$ cat src/logic/ahss_pkg.sv
`default_nettype none
package ahss_pkg;
  // master clock and serial clock timing
  localparam int CLK_NS = 40;
  localparam int SCLK_HALF_NS = 160;
  // least time, so round up to whole cycles
  localparam int HALF_CYC = (SCLK_HALF_NS + CLK_NS - 1) / CLK_NS;
  // word layout
  localparam int WORD_BITS = 24;
  localparam logic [2:0] LAST_BIT = 3'h7;
  localparam logic [1:0] LAST_BYTE = 2'h2;
  localparam logic [4:0] WORD_PULSES = 5'h18;
  // register targets on the device
  typedef enum logic [1:0] {TGT_DATA, TGT_CTRL, TGT_CAL} ahss_target_t;
  // sequencer states
  typedef enum logic [2:0] {ST_IDLE, ST_WAIT_RDY, ST_OPEN, ST_LOW, ST_HIGH, ST_CLOSE}
    ahss_state_t;

  // reverse bit order inside each byte of a word
  function automatic logic [23:0] ahss_rev_bytes(input logic [23:0] w);
    logic [23:0] r;
    r = '0;
    for (int i = 0; i < WORD_BITS; i++)
    begin
      r[i] = w[(i / 8) * 8 + 7 - (i % 8)];
    end
    return r;
  endfunction
endpackage
`default_nettype wire

$ cat src/logic/ahss_half_timer.sv
`timescale 1ns/1ps
`default_nettype none
module ahss_half_timer
  import ahss_pkg::*;
#(
  parameter int HALF = HALF_CYC
) (
  input wire logic mclk,
  input wire logic rst_n,
  input wire logic run,
  output logic tick
);
  // counter width covers the half period
  localparam int CW = $clog2(HALF + 1);
  localparam logic [CW-1:0] LAST = CW'(HALF - 1);
  logic [CW-1:0] cnt_reg;
  // tick marks the end of each half serial clock period
  assign tick = run && (cnt_reg == LAST);
  // held at zero while stopped so every phase starts full length
  always_ff @(posedge mclk or negedge rst_n)
  begin
    if (!rst_n)
      cnt_reg <= '0;
    else if (!run || tick)
      cnt_reg <= '0;
    else
      cnt_reg <= cnt_reg + CW'(1);
  end
endmodule
`default_nettype wire

$ cat src/logic/ahss_host.sv
// Functional notes
// - tied wiring: every write hits control
// - tied wiring: every read hits data/calibration
// - tied wiring: control read is refused
// - transmit strobe may be inverted receive strobe
// - never derive receive strobe from transmit
// - new result seen by polling or event
// - result read as three bytes, one frame
// - ready line ignored for register reads
// - control read: select low with receive strobe
// - write data sent most significant bit first
// - LSB-first option reverses bits per byte
// - register write is one 24-bit operation
// - sample ready low before each data byte
// - all strobes and select idle high
// - three bytes stored, then receive strobe high
// - every register write carries 24 bits
`timescale 1ns/1ps
`default_nettype none
module ahss_host
  import ahss_pkg::*;
#(
  parameter int HALF = HALF_CYC
) (
  input wire logic mclk,
  input wire logic rst_n,
  input wire logic tied_select,
  input wire logic cmd_valid,
  output logic cmd_ready,
  input wire logic cmd_write,
  input wire ahss_target_t cmd_target,
  input wire logic cmd_lsb_first,
  input wire logic [23:0] cmd_wdata,
  output logic rsp_valid,
  output logic rsp_error,
  output logic [23:0] rsp_data,
  output logic result_event,
  output logic serial_clk,
  output logic receive_frame_n,
  output logic transmit_frame_n,
  output logic register_select,
  input wire logic serial_data_i,
  output logic serial_data_o,
  output logic serial_data_oe,
  input wire logic result_ready_n
);
  // whole sequencer state in one record
  typedef struct packed {
    ahss_state_t st;
    logic [2:0] bit_cnt;
    logic [1:0] byte_cnt;
    logic [23:0] shift;
    logic wr;
    ahss_target_t tgt;
    logic lsb;
    logic sclk;
    logic rfs_n;
    logic tfs_n;
    logic rsel;
    logic sdo;
    logic oe;
    logic rsp_valid;
    logic rsp_err;
    logic [23:0] rsp_data;
    logic rdy_prev;
    logic evt;
  } ahss_host_state_t;

  ahss_host_state_t s_reg;
  ahss_host_state_t s_next;
  logic [1:0] rst_pipe; // reset release pipeline
  logic rst_sync_n; // released reset used everywhere
  logic [1:0] pin_sync; // synced {ready, data in}
  logic rdy_s; // synced ready line, low means fresh result
  logic sdi_s; // synced serial data in
  logic tick; // end of half serial period

  // reset asserts at once, releases after two clean edges
  always_ff @(posedge mclk or negedge rst_n)
  begin
    if (!rst_n)
      rst_pipe <= 2'h0;
    else
      rst_pipe <= {rst_pipe[0], 1'b1};
  end
  assign rst_sync_n = rst_pipe[1];

  // pins from the device cross into mclk through two flops
  ahss_sync #(.W(2)) u_sync (
    .mclk(mclk),
    .rst_n(rst_sync_n),
    .async_in({result_ready_n, serial_data_i}),
    .sync_out(pin_sync)
  );
  assign rdy_s = pin_sync[1];
  assign sdi_s = pin_sync[0];

  // half period timer paces the serial clock from mclk
  ahss_half_timer #(.HALF(HALF)) u_timer (
    .mclk(mclk),
    .rst_n(rst_sync_n),
    .run((s_reg.st == ST_LOW) || (s_reg.st == ST_HIGH) || (s_reg.st == ST_CLOSE)),
    .tick(tick)
  );

  // requests the host itself will not issue
  function automatic logic refused(input logic wr, input ahss_target_t t, input logic tied);
    // output register is read only; tied wiring blocks control reads and cal writes
    return (wr && t == TGT_DATA) || (tied && !wr && t == TGT_CTRL)
      || (tied && wr && t == TGT_CAL);
  endfunction

  // select level for a transfer
  function automatic logic select_level(input logic wr, input ahss_target_t t,
    input logic tied);
    if (tied)
      return !wr;
    return t != TGT_CTRL;
  endfunction

  // handshake is combinational from the idle state
  assign cmd_ready = (s_reg.st == ST_IDLE);

  // next state of the sequencer
  always_comb
  begin
    s_next = s_reg;
    s_next.rsp_valid = 1'b0;
    s_next.rdy_prev = rdy_s;
    // falling ready line is the interrupt-style result event
    s_next.evt = s_reg.rdy_prev && !rdy_s;
    case (s_reg.st)
      ST_IDLE:
      begin
        // strobes and select parked high, clock low
        s_next.sclk = 1'b0;
        s_next.rfs_n = 1'b1;
        s_next.tfs_n = 1'b1;
        s_next.rsel = 1'b1;
        s_next.oe = 1'b0;
        if (cmd_valid)
        begin
          s_next.wr = cmd_write;
          s_next.tgt = cmd_target;
          s_next.lsb = cmd_lsb_first;
          s_next.bit_cnt = 3'h0;
          s_next.byte_cnt = 2'h0;
          // caller bytes arriving LSB first are turned round per byte
          s_next.shift = cmd_lsb_first ? ahss_rev_bytes(cmd_wdata) : cmd_wdata;
          if (refused(cmd_write, cmd_target, tied_select))
          begin
            // answered at once, no pin moves
            s_next.rsp_valid = 1'b1;
            s_next.rsp_err = 1'b1;
          end
          else if (!cmd_write && cmd_target == TGT_DATA)
            s_next.st = ST_WAIT_RDY;
          else
            s_next.st = ST_OPEN; // register access ignores ready
        end
      end
      ST_WAIT_RDY:
      begin
        // only a low ready line lets a data byte start
        if (!rdy_s)
          s_next.st = (s_reg.byte_cnt == 2'h0) ? ST_OPEN : ST_LOW;
      end
      ST_OPEN:
      begin
        // select settles together with the frame strobe
        s_next.rsel = select_level(s_reg.wr, s_reg.tgt, tied_select);
        if (s_reg.wr)
        begin
          // receive strobe stays high while transmit goes low, so here transmit is its inverse
          s_next.tfs_n = 1'b0;
          s_next.sdo = s_reg.shift[23];
          s_next.oe = 1'b1;
        end
        else
          s_next.rfs_n = 1'b0;
        s_next.st = ST_LOW;
      end
      ST_LOW:
      begin
        // rising edge: device takes write data, read data already stable
        if (tick)
        begin
          s_next.sclk = 1'b1;
          s_next.st = ST_HIGH;
        end
      end
      ST_HIGH:
      begin
        if (tick)
        begin
          // falling edge; read bit sampled late in the high phase
          s_next.sclk = 1'b0;
          s_next.shift = {s_reg.shift[22:0], s_reg.wr ? 1'b0 : sdi_s};
          s_next.sdo = s_reg.shift[22];
          s_next.bit_cnt = s_reg.bit_cnt + 3'h1;
          s_next.st = ST_LOW;
          if (s_reg.bit_cnt == LAST_BIT)
          begin
            // byte boundary: 24 bits make one operation
            if (s_reg.byte_cnt == LAST_BYTE)
              s_next.st = ST_CLOSE;
            else
            begin
              s_next.byte_cnt = s_reg.byte_cnt + 2'h1;
              if (!s_reg.wr && s_reg.tgt == TGT_DATA)
                s_next.st = ST_WAIT_RDY;
            end
          end
        end
      end
      ST_CLOSE:
      begin
        // one low half after the last fall, then strobes go high
        if (tick)
        begin
          s_next.rfs_n = 1'b1;
          s_next.tfs_n = 1'b1;
          s_next.rsel = 1'b1;
          s_next.oe = 1'b0;
          s_next.sdo = 1'b0;
          s_next.rsp_valid = 1'b1;
          s_next.rsp_err = 1'b0;
          s_next.rsp_data = s_reg.wr ? 24'h000000 :
            (s_reg.lsb ? ahss_rev_bytes(s_reg.shift) : s_reg.shift);
          s_next.st = ST_IDLE;
        end
      end
      default:
        s_next.st = ST_IDLE;
    endcase
  end

  // state register; reset leaves every strobe idle
  always_ff @(posedge mclk or negedge rst_sync_n)
  begin
    if (!rst_sync_n)
    begin
      s_reg <= '0;
      s_reg.st <= ST_IDLE;
      s_reg.tgt <= TGT_DATA;
      s_reg.rfs_n <= 1'b1;
      s_reg.tfs_n <= 1'b1;
      s_reg.rsel <= 1'b1;
      s_reg.rdy_prev <= 1'b1;
    end
    else
      s_reg <= s_next;
  end

  // every output straight from the state record
  assign serial_clk = s_reg.sclk;
  assign receive_frame_n = s_reg.rfs_n;
  assign transmit_frame_n = s_reg.tfs_n;
  assign register_select = s_reg.rsel;
  assign serial_data_o = s_reg.sdo;
  assign serial_data_oe = s_reg.oe;
  assign rsp_valid = s_reg.rsp_valid;
  assign rsp_error = s_reg.rsp_err;
  assign rsp_data = s_reg.rsp_data;
  assign result_event = s_reg.evt;

  // helper: serial clock rises seen in the current frame
  logic sclk_d;
  logic [4:0] pulse_cnt;
  always_ff @(posedge mclk or negedge rst_sync_n)
  begin
    if (!rst_sync_n)
    begin
      sclk_d <= 1'b0;
      pulse_cnt <= 5'h00;
    end
    else
    begin
      sclk_d <= s_reg.sclk;
      if (s_reg.rfs_n && s_reg.tfs_n)
        pulse_cnt <= 5'h00;
      else if (s_reg.sclk && !sclk_d)
        pulse_cnt <= pulse_cnt + 5'h01;
    end
  end
endmodule
`default_nettype wire

$ cat src/logic/ahss_sync.sv
`timescale 1ns/1ps
`default_nettype none
module ahss_sync #(
  parameter int W = 1
) (
  input wire logic mclk,
  input wire logic rst_n,
  input wire logic [W-1:0] async_in,
  output logic [W-1:0] sync_out
);
  // first stage feeds only the second stage
  logic [W-1:0] meta_reg;
  // two flops in front of any logic; reset to the idle-high pin level
  always_ff @(posedge mclk or negedge rst_n)
  begin
    if (!rst_n)
    begin
      meta_reg <= '1;
      sync_out <= '1;
    end
    else
    begin
      meta_reg <= async_in;
      sync_out <= meta_reg;
    end
  end
endmodule
`default_nettype wire
$ cat config.mk
export PLATFORM = sky130hd
export DESIGN_NAME = ahss_host
export DESIGN_NICKNAME = d
export VERILOG_FILES = /design/src/logic/ahss_pkg.sv /design/src/logic/ahss_half_timer.sv /design/src/logic/ahss_host.sv /design/src/logic/ahss_sync.sv
export SDC_FILE = /design/constraint.sdc
export NUM_CORES = 1
export LEC_CHECK = 0
export BUFFER_PORTS_ARGS = -buffer_cell sky130_fd_sc_hd__buf_2
export CORE_MARGIN = 8
export CORE_UTILIZATION = 45
export CTS_CLUSTER_SIZE = 16
export DETAILED_ROUTE_END_ITERATION = 8
export GPL_ROUTABILITY_DRIVEN = 1
export GPL_TIMING_DRIVEN = 0
export PLACE_DENSITY = 0.71
export RECOVER_POWER = 100
export SETUP_SLACK_MARGIN = 0.3
export SKIP_CTS_REPAIR_TIMING = 1
export SLEW_MARGIN = 25
export SYNTH_ARGS = -nofsm -noshare
export SYNTH_HDL_FRONTEND = slang
export SYNTH_SLANG_ARGS = --single-unit
$ cat constraint.sdc
create_clock -name mclk -period 2.9 [get_ports mclk]
set_clock_uncertainty 0.15 [all_clocks]
set_input_delay 0.58 -clock mclk [delete_from_list [all_inputs] [get_ports mclk]]
set_output_delay 0.58 -clock mclk [all_outputs]
set_load 0.03 [all_outputs]
Word level (Yosys, flattened, before mapping)
Cells that the tools add are included.
W data, S select, Z words.
- add/subtract/negate cells: 3
- multipliers: 0
- divide/modulo/power cells: 0
- magnitude comparators: 0
- equality and inequality tests: 22
- shift-type cells: 0
- muxes and demuxes: 38
- bitwise operators: 0
- reductions and logical operators: 38
- operators with widths (kind ; count):
    $mux W24 ; 3
    $pmux W29 S2 ; 1
    $mux W36 ; 1
    $mux W32 ; 1
    $mux W31 ; 1
    $mux W3 ; 7
    $pmux W3 S6 ; 1
    $mux W2 ; 7
    $ne A2 B1 Y1 const B ; 6
    $ne A2 B2 Y1 const B ; 6
    $reduce_and A3 Y1 ; 4
    $mux W1 ; 11
    $eq A3 B2 Y1 const B ; 3
    $eq A3 B3 Y1 const B ; 3
    $logic_and A1 B1 Y1 ; 9
    $pmux W1 S3 ; 3
    $pmux W3 S3 ; 1
    $reduce_bool A3 Y1 ; 3
    $reduce_and A4 Y1 ; 2
    $add A3 B1 Y3 const B ; 2
    $logic_not A2 Y1 ; 3
    $reduce_and A2 Y1 ; 3
    $reduce_and A6 Y1 ; 1
    $logic_or A1 B1 Y1 ; 5
    other kinds (9) ; 14
- register bits after elaboration: 79
- latch bits: 0
- memory bits (writable): 0
- ROM bits: 0
- bits of input ports: 34
- output and inout bits: 34
- memories: 0

Depth between registers and ports, before layout
Gate-level depths: netlist of the first run.
- depth in word-level cells: 8
- depth in mapped cells: 8

Cells and area by module
Synthesis of the first run repeated with hierarchy kept, for this count alone.
- cell total of the unflattened synthesis: 405
- area total of the unflattened synthesis: 4142.7 um2
- by module, submodules not included (module ; times used ; cells an instance ; area an instance (um2) ; seq. area each (um2)):
    ahss_host ; 1 ; 391 ; 3902.5 ; 1806.7
    ahss_half_timer ; 1 ; 10 ; 135.1 ; 75.1
    ahss_sync ; 1 ; 4 ; 105.1 ; 105.1

Worst setup path after synthesis of the first run
No wires, ideal clock.
- path kind: input port to flip-flop
- start point: input cmd_lsb_first
- end point: register s_reg[45] (netlist bit)
- library setup time: 0.126 ns
- arrival time: 1.728 ns
- setup slack: 0.896 ns
- stages: 5
- buffers on the path: 2
- cell sequence: buf_2 > buf_1 > mux2i_1 > nor2_2 > a221o_1
- word-level cells in the longest chain between the ends: 3
- RTL lines (what ; RTL line ; RTL):
    start, declared ; ahss_host.sv:32 ; input wire logic cmd_lsb_first,
    $mux W24 ; ahss_host.sv:149 ; s_next.shift = cmd_lsb_first ? ahss_rev_bytes(cmd_wdata) : cmd_wdata;
    $mux W36 ; ahss_host.sv:141 ; if (cmd_valid)
    $pmux W29 S2 ; ahss_host.sv:132 ; case (s_reg.st)
    end signal, assigned ; ahss_host.sv:252 ; s_reg <= s_next;
    end, declared ; ahss_host.sv:69 ; ahss_host_state_t s_reg;
Every way passes these cells. The select of a mux whose other input is x is not followed.
A chain may end at the register's enable or synchronous reset.

Final worst setup path of the first run
- start point: register s_reg[67] (netlist bit)
- end point: output cmd_ready
- word-level cells in the longest chain between the ends: 1
- RTL lines (what ; RTL line ; RTL):
    $logic_not A3 Y1 ; ahss_host.sv:122 ; assign cmd_ready = (s_reg.st == ST_IDLE);
    end, declared ; ahss_host.sv:29 ; output logic cmd_ready,
Every way passes these cells.

==> flow_summary.toml, run 1 <==
[global_route]
grt_remaining_overflow = 0
grt_max_degree = 54
grt_pass1_vias = 3300
grt_pass1_wl_um = 16100
antenna_found_initial = 0
grt_use_total = 0.156

[clock_tree]
cts-root-buf = "clkbuf_8"
cts.sinks = 79
clkTransAtPathRegs_ns = 0.08
cts_buffers = 9
cts_tree = "built"
cts_buffer_depth = 2
htree_levels = 3
clkLatencyLatePin_ns = 0.35

[job]
maxCapViolCount = 0

[floorplanning]
core_area_um2 = 9110
die_area_um2 = 12600
rows = 35
die_w_um = 112
io_pins = 68
start_util = 0.458
die_h_um = 112

[timing]
slew_viol_final = 0
final-setup-viol-count = 0
hold_violations = 0
timing.final.crit_share = 0.904
setup_tns_ns = 0
max_freq_ghz = 0.381
whs_ns = 0.169
rsz0062_at_grt = "false"
relSlewSlack = 0.251
final.min_clock_period_ns = 2.62
tightest_slew_ns = 1.12

[routing]
num_vias = 3254
drcViolationCount = 0
routed_via_density = 5.33
routed_wl_um = 9490
wl_per_cell_um = 15.6
drtAntennaViolNets = 0
drt_iter0_markers = 142
firstDrtPassIters = 4

[finish]
mostFrequentLayoutCells = "dfrtp_1 (71), nor2_1 (55), clkbuf_1 (54), mux2i_1 (48), nand2_1 (47)"
fillCellCount = 870
layout-drive-gt1-share = 0.202
n_antenna_cell = 0
area_growth_pct = 15.7
nets = 534
design_area_um2 = 4830
final_common_cell = "dfrtp_1"
largest_reg_flops = 37

[synthesis]
yosys_warnings = 0
synthCells = 416
synth_nets = 456
ys_types = 44
synthFlopType = "dfrtp_1"
synth_seq_area_share = 0.476
synth_top_cell_area_share = 0.426
yosys.area.top_type = "dfrtp_1"
synth_edf_count = 0
synth_area_um2 = 4170
netlist_top_cells_area = "dfrtp_1 (43%), mux2i_1 (12%), dfstp_2 (5.0%)"
async_flop_share = 1.00
ys_ff_latch = 79
postSynthAreaPerCell_um2 = 10.0

[worst_setup_path]
crit_path_frequent_cell = "clkbuf_1"
path_class = "reg2out"
cp_max_fo = 10
arrival_ns = 1.89
worstSetupEndpointType = "primary output"
cpLargestDelayFamily = "buffers and inverters"
slowest_delay_ns = 0.43
cp_num_buf_inv = 4
cp_slowest_cell = "or3_1"
cp-start-kind = "flip-flop"
worstPathCellList = "clkbuf_1, clkbuf_1, or3_1, inv_1, clkbuf_2"
cp_data_required_time_ns = 2.17

[power_and_ir_drop]
p_leak_nw = 2.26
power_density_nw_per_um2 = 471
ir_drop_uv = 246

[worst_hold_path]
hold_path_class = "in2reg"

[place]
place_area_um2 = 4670
dp_hpwl_um = 7170
io_buffers = 65
gp_congestion = 0.839

[status]
status = "complete, no violations"
==> synth_stat cells, types with 2 or more instances <==
| cell type | count |
|---|---|
| nand2b_1 | 3 |
| nor3b_1 | 3 |
| mux2i_1 | 48 |
| buf_6 | 2 |
| ha_1 | 6 |
| a21oi_1 | 7 |
| or3_1 | 2 |
| clkbuf_1 | 12 |
| nand3b_1 | 3 |
| dfstp_2 | 8 |
| buf_2 | 14 |
| o31ai_1 | 24 |
| o21ai_0 | 11 |
| mux2_2 | 4 |
| dfrtp_1 | 71 |
| buf_4 | 27 |
| nor3_1 | 2 |
| a21o_1 | 2 |
| buf_1 | 2 |
| nor2_2 | 4 |
| nor2_1 | 54 |
| nand2_1 | 47 |
| nand3_1 | 5 |
| a221oi_1 | 14 |
| a221o_1 | 9 |
| a22o_1 | 2 |
| a31oi_1 | 4 |
| inv_1 | 8 |
| nor2b_1 | 3 |
==> layout make-up <==
class	count	area, µm²	area share
Timing Repair Buffer	67	320	0.0664
Clock buffer	11	141	0.0293
Clock inverter	5	81.3	0.0169
Inverter	8	30.0	0.00622
Sequential cell	79	1990	0.412
Multi-Input combinational cell	272	1800	0.374
Buffer	57	324	0.0672
Tap cell	111	139	0.0288
==> per-layer routing <==
metal | track usage | wire length, µm | vias to the layer above
met3 | 0.0381 | 511 | 15
met4 | 0.0513 | 119 | 0
met1 | 0.186 | 3980 | 1570
li1 | - | - | 1597
met5 | 0 | 0 | -
met2 | 0.270 | 4880 | 72
==> stage by stage <==
stage               cells  worst slack, ns   util  power [W]
floorplan             416            0.401      -    0.00130
global placement      592           -0.432  0.509    0.00137
detailed placement    593            0.572  0.513    0.00138
CTS                   609            0.405  0.537    0.00230
global route          610            0.175  0.530    0.00235
finish                610            0.278  0.530    0.00227
==> cell families (layout without fill, tap and decap cells) <==
kind of cell,count (synthesis),in the layout,share of synthesized area
flip-flops,79,79,0.476
multiplexers,52,52,0.126
other,1,1,0.000899
buffers and inverters,65,148,0.0906
AO/OA/AOI/OAI,78,78,0.139
adder cells (fa/ha/maj),6,6,0.0180
AND/OR/NAND/NOR,135,135,0.149
==> path summary, 6_finish.rpt <==
kind	to	depth (start not counted)	from	slack, ns
setup reg to reg	s_reg[47]	7	s_reg[67]	0.48
hold reg to reg	rst_pipe[1]	0	rst_pipe[0]	0.21
setup / recovery	cmd_ready	5	s_reg[67]	0.28
hold / removal	u_sync.meta_reg[1]	1	result_ready_n	0.17
max in group asynchronous	u_sync.meta_reg[0]	1	rst_pipe[1]	1.41
min in group asynchronous	rsp_data[20]	0	rst_pipe[1]	0.32
==> where the power goes <==
part	internal [W]	switching, W
Clock	0.000509	0.000411
Sequential	0.00114	0.0000377
Combinational	0.0000808	0.0000985
Note: power is estimated with default switching activity, not from simulation.
==> inputs of run 2 (changes only) <==
PLACE_DENSITY = 0.66   (was 0.71)
SYNTH_HIERARCHICAL = 1   (was default)
==> run 2 against run 1 <==
Wire length up 1.4%. Total power is 69% higher. The flow now finishes with violations (max-capacitance violations, max-slew violations). Setup slack improved by 0.076 ns. First-iteration DRC count fell by 18%. Final cell count decreased by 0.98%. Synthesized cell count decreased by 2.6%. Die area decreased by 0.61%. Sequential cell count stayed put. Maximum frequency is 3.0% higher.
==> flow_summary.toml, run 2 <==
[status]
status = "finished with violations"
violations = "max-capacitance violations, max-slew violations"

[worst_setup_path]
r2r-start = "s_reg[68]"
path_class = "reg2reg"
reg2reg_slack_ns = 0.35
cp-start-kind = "flip-flop"
rr_worst_depth = 10
worstPathCellList = "buf_2, nand2b_1, nand2_1, and2_2, clkbuf_4, mux2i_1, nor3_4, buf_12, a21boi_4, mux2_1"
cp_data_required_time_ns = 2.97
arrival_ns = 2.62
cp_slowest_cell = "dfrtp_2"
slowest_delay_ns = 0.42
cp_max_fo = 10
regToRegEndpoint = "s_reg[62]"
worstSetupEndpointType = "flip-flop"
startpoint = "s_reg[68]"

[routing]
wl_met1_um = 4330
wl_per_cell_um = 15.9
routed_via_density = 5.29
num_vias = 3193
highest_layer = "met4"
drcViolationCount = 0
drt_iter0_markers = 117
routed_wl_um = 9630
firstDrtPassIters = 4
dr_wl_met3_um = 488
dr_wl_met2_um = 4650
drtAntennaViolNets = 0

[global_route]
grt_pass1_wl_um = 16100
grt_pass1_vias = 3297
grt_use_total = 0.158
grt_max_degree = 44
antenna_found_initial = 0
grt_remaining_overflow = 0

[place]
preCtsSetupSlack_ns = 0.121
dp_hpwl_um = 7140
gp_congestion = 0.799
placed_cells = 583
io_buffers = 66

[power_and_ir_drop]
ir_drop_uv = 461
p_leak_nw = 2.24
power_density_nw_per_um2 = 792

[timing]
setup_ws_ns = 0.354
slew_viol_final = 43
final-setup-viol-count = 0
max_freq_ghz = 0.393
final.min_clock_period_ns = 2.55
relSlewSlack = -0.176
rsz0062_at_grt = "false"
tightest_slew_ns = 1.76
hold_violations = 0
timing.final.crit_share = 0.878

[clock_tree]
cts-root-buf = "clkbuf_8"
cts_buffers = 9
cts_buffer_depth = 2
cts.sinks = 79
clkLatencyLatePin_ns = 0.35
cts_tree = "built"
htree_levels = 3
clkTransAtPathRegs_ns = 0.08

[worst_hold_path]
holdPathEnd = "u_sync/meta_reg[0]"
min_from = "serial_data_i"
min_delay_path_depth = 1
hold_path_class = "in2reg"

[synthesis]
postSynthAreaPerCell_um2 = 10.2
synthFlopType = "dfrtp_1"
yosys.area.top_type = "dfrtp_1"
synthCells = 405
ys_types = 40
ys_ff_latch = 79
yosys.cell_count.top_type = "dfrtp_1"
synth_seq_area_share = 0.480
synth_top_cell_area_share = 0.429
synthTopCellsByCount = "dfrtp_1 (71), mux2i_1 (48), nand2_1 (35)"
synth_nets = 445
async_flop_share = 1.00
netlist_top_cells_area = "dfrtp_1 (43%), mux2i_1 (12%), dfstp_2 (5.1%)"
yosys_warnings = 6
synth_area_um2 = 4140
synth_edf_count = 0

[finish]
area_growth_pct = 17.4
layout-drive-gt1-share = 0.233
n_antenna_cell = 0
largest_reg_flops = 37
nets = 529
instances_no_fill = 604
final_common_cell = "dfrtp_1"
mostFrequentLayoutCells = "dfrtp_1 (69), mux2i_1 (48), clkbuf_1 (46), buf_2 (39), nand2_1 (35)"

[floorplanning]
rows = 35
die_h_um = 112
die_w_um = 112
io_pins = 68
die_area_um2 = 12500
core_area_um2 = 9060
start_util = 0.457

[job]
maxCapViolCount = 1
-- run 2: changes by cell type after synthesis, sizes merged, moves of 5 or more --
cell and delta:
a21oi +22, a221o -9, a221oi -14, a2bb2oi +22, mux2 +5, nand2 -11
nor2 -27
-- run 2: per-stage QoR --
stage,TNS (ns),hold WS (ns),area (µm²),power [W],utilization
6_report,0,0.178,4860,0.00385,0.537
5_1_grt,0,0.159,4860,0.00411,0.537
4_1_cts,0,-0.164,4820,0.00384,0.532
3_5_place_dp,0,0.185,4640,0.00304,0.511
3_3_place_gp,-32.54,0.190,4610,0.00299,0.509
2_1_floorplan,0,0.134,4140,0.00266,-
-- run 2: power breakdown --
| group | internal (W) | switching (W) |
|---|---|---|
| clock | 0.000389 | 0.000401 |
| combinational | 0.000578 | 0.000772 |
| sequential | 0.00142 | 0.000296 |
| total | 0.00238 | 0.00147 |
-- run 2: cell families (layout without fill, tap and decap cells) --
kind of cell	count (synthesis)	count (layout)	share of synthesized area
compound gates	104	104	0.168
other cells	1	1	0.000905
fa+ha+maj	6	6	0.0181
flops	79	79	0.480
buf+inv	63	151	0.0843
simple gates	95	95	0.108
mux	57	57	0.140
-- run 2: critical path, delay by kind of cell (launching register included) --
family / cells / cell delay (ns)
and+or+nand+nor: 4 / 0.69
buffers and inverters: 3 / 0.50
muxes: 2 / 0.47
DFF: 1 / 0.42
AOI/OAI and AO/OA: 1 / 0.19
-- run 2: area by class of cell --
| type | count | area [µm²] |
|---|---|---|
| buffer | 54 | 328 |
| clock buffer | 9 | 124 |
| clock inverter | 6 | 62.6 |
| fill | 851 | 4200 |
| inverter | 9 | 33.8 |
| multi-input combinational | 263 | 1820 |
| sequential | 79 | 1990 |
| tap | 111 | 139 |
| timing repair buffer | 73 | 367 |
-- run 2: how the worst max path moves through the flow --
stage,endpoint,slack (ns),cells past startpoint
floorplan,result_event,0.40,0
global placement,rsp_error,-0.48,0
detailed placement,s_reg[62],0.12,10
CTS,s_reg[62],0.1,10
global route,s_reg[56],0.15,11
finish,s_reg[62],0.35,10
-- run 2: routing by layer --
layer | global-route usage | vias to the layer above
met1 | 0.191 | 1519
met5 | 0 | -
met4 | 0.0504 | 0
li1 | - | 1590
met3 | 0.0465 | 14
met2 | 0.267 | 70
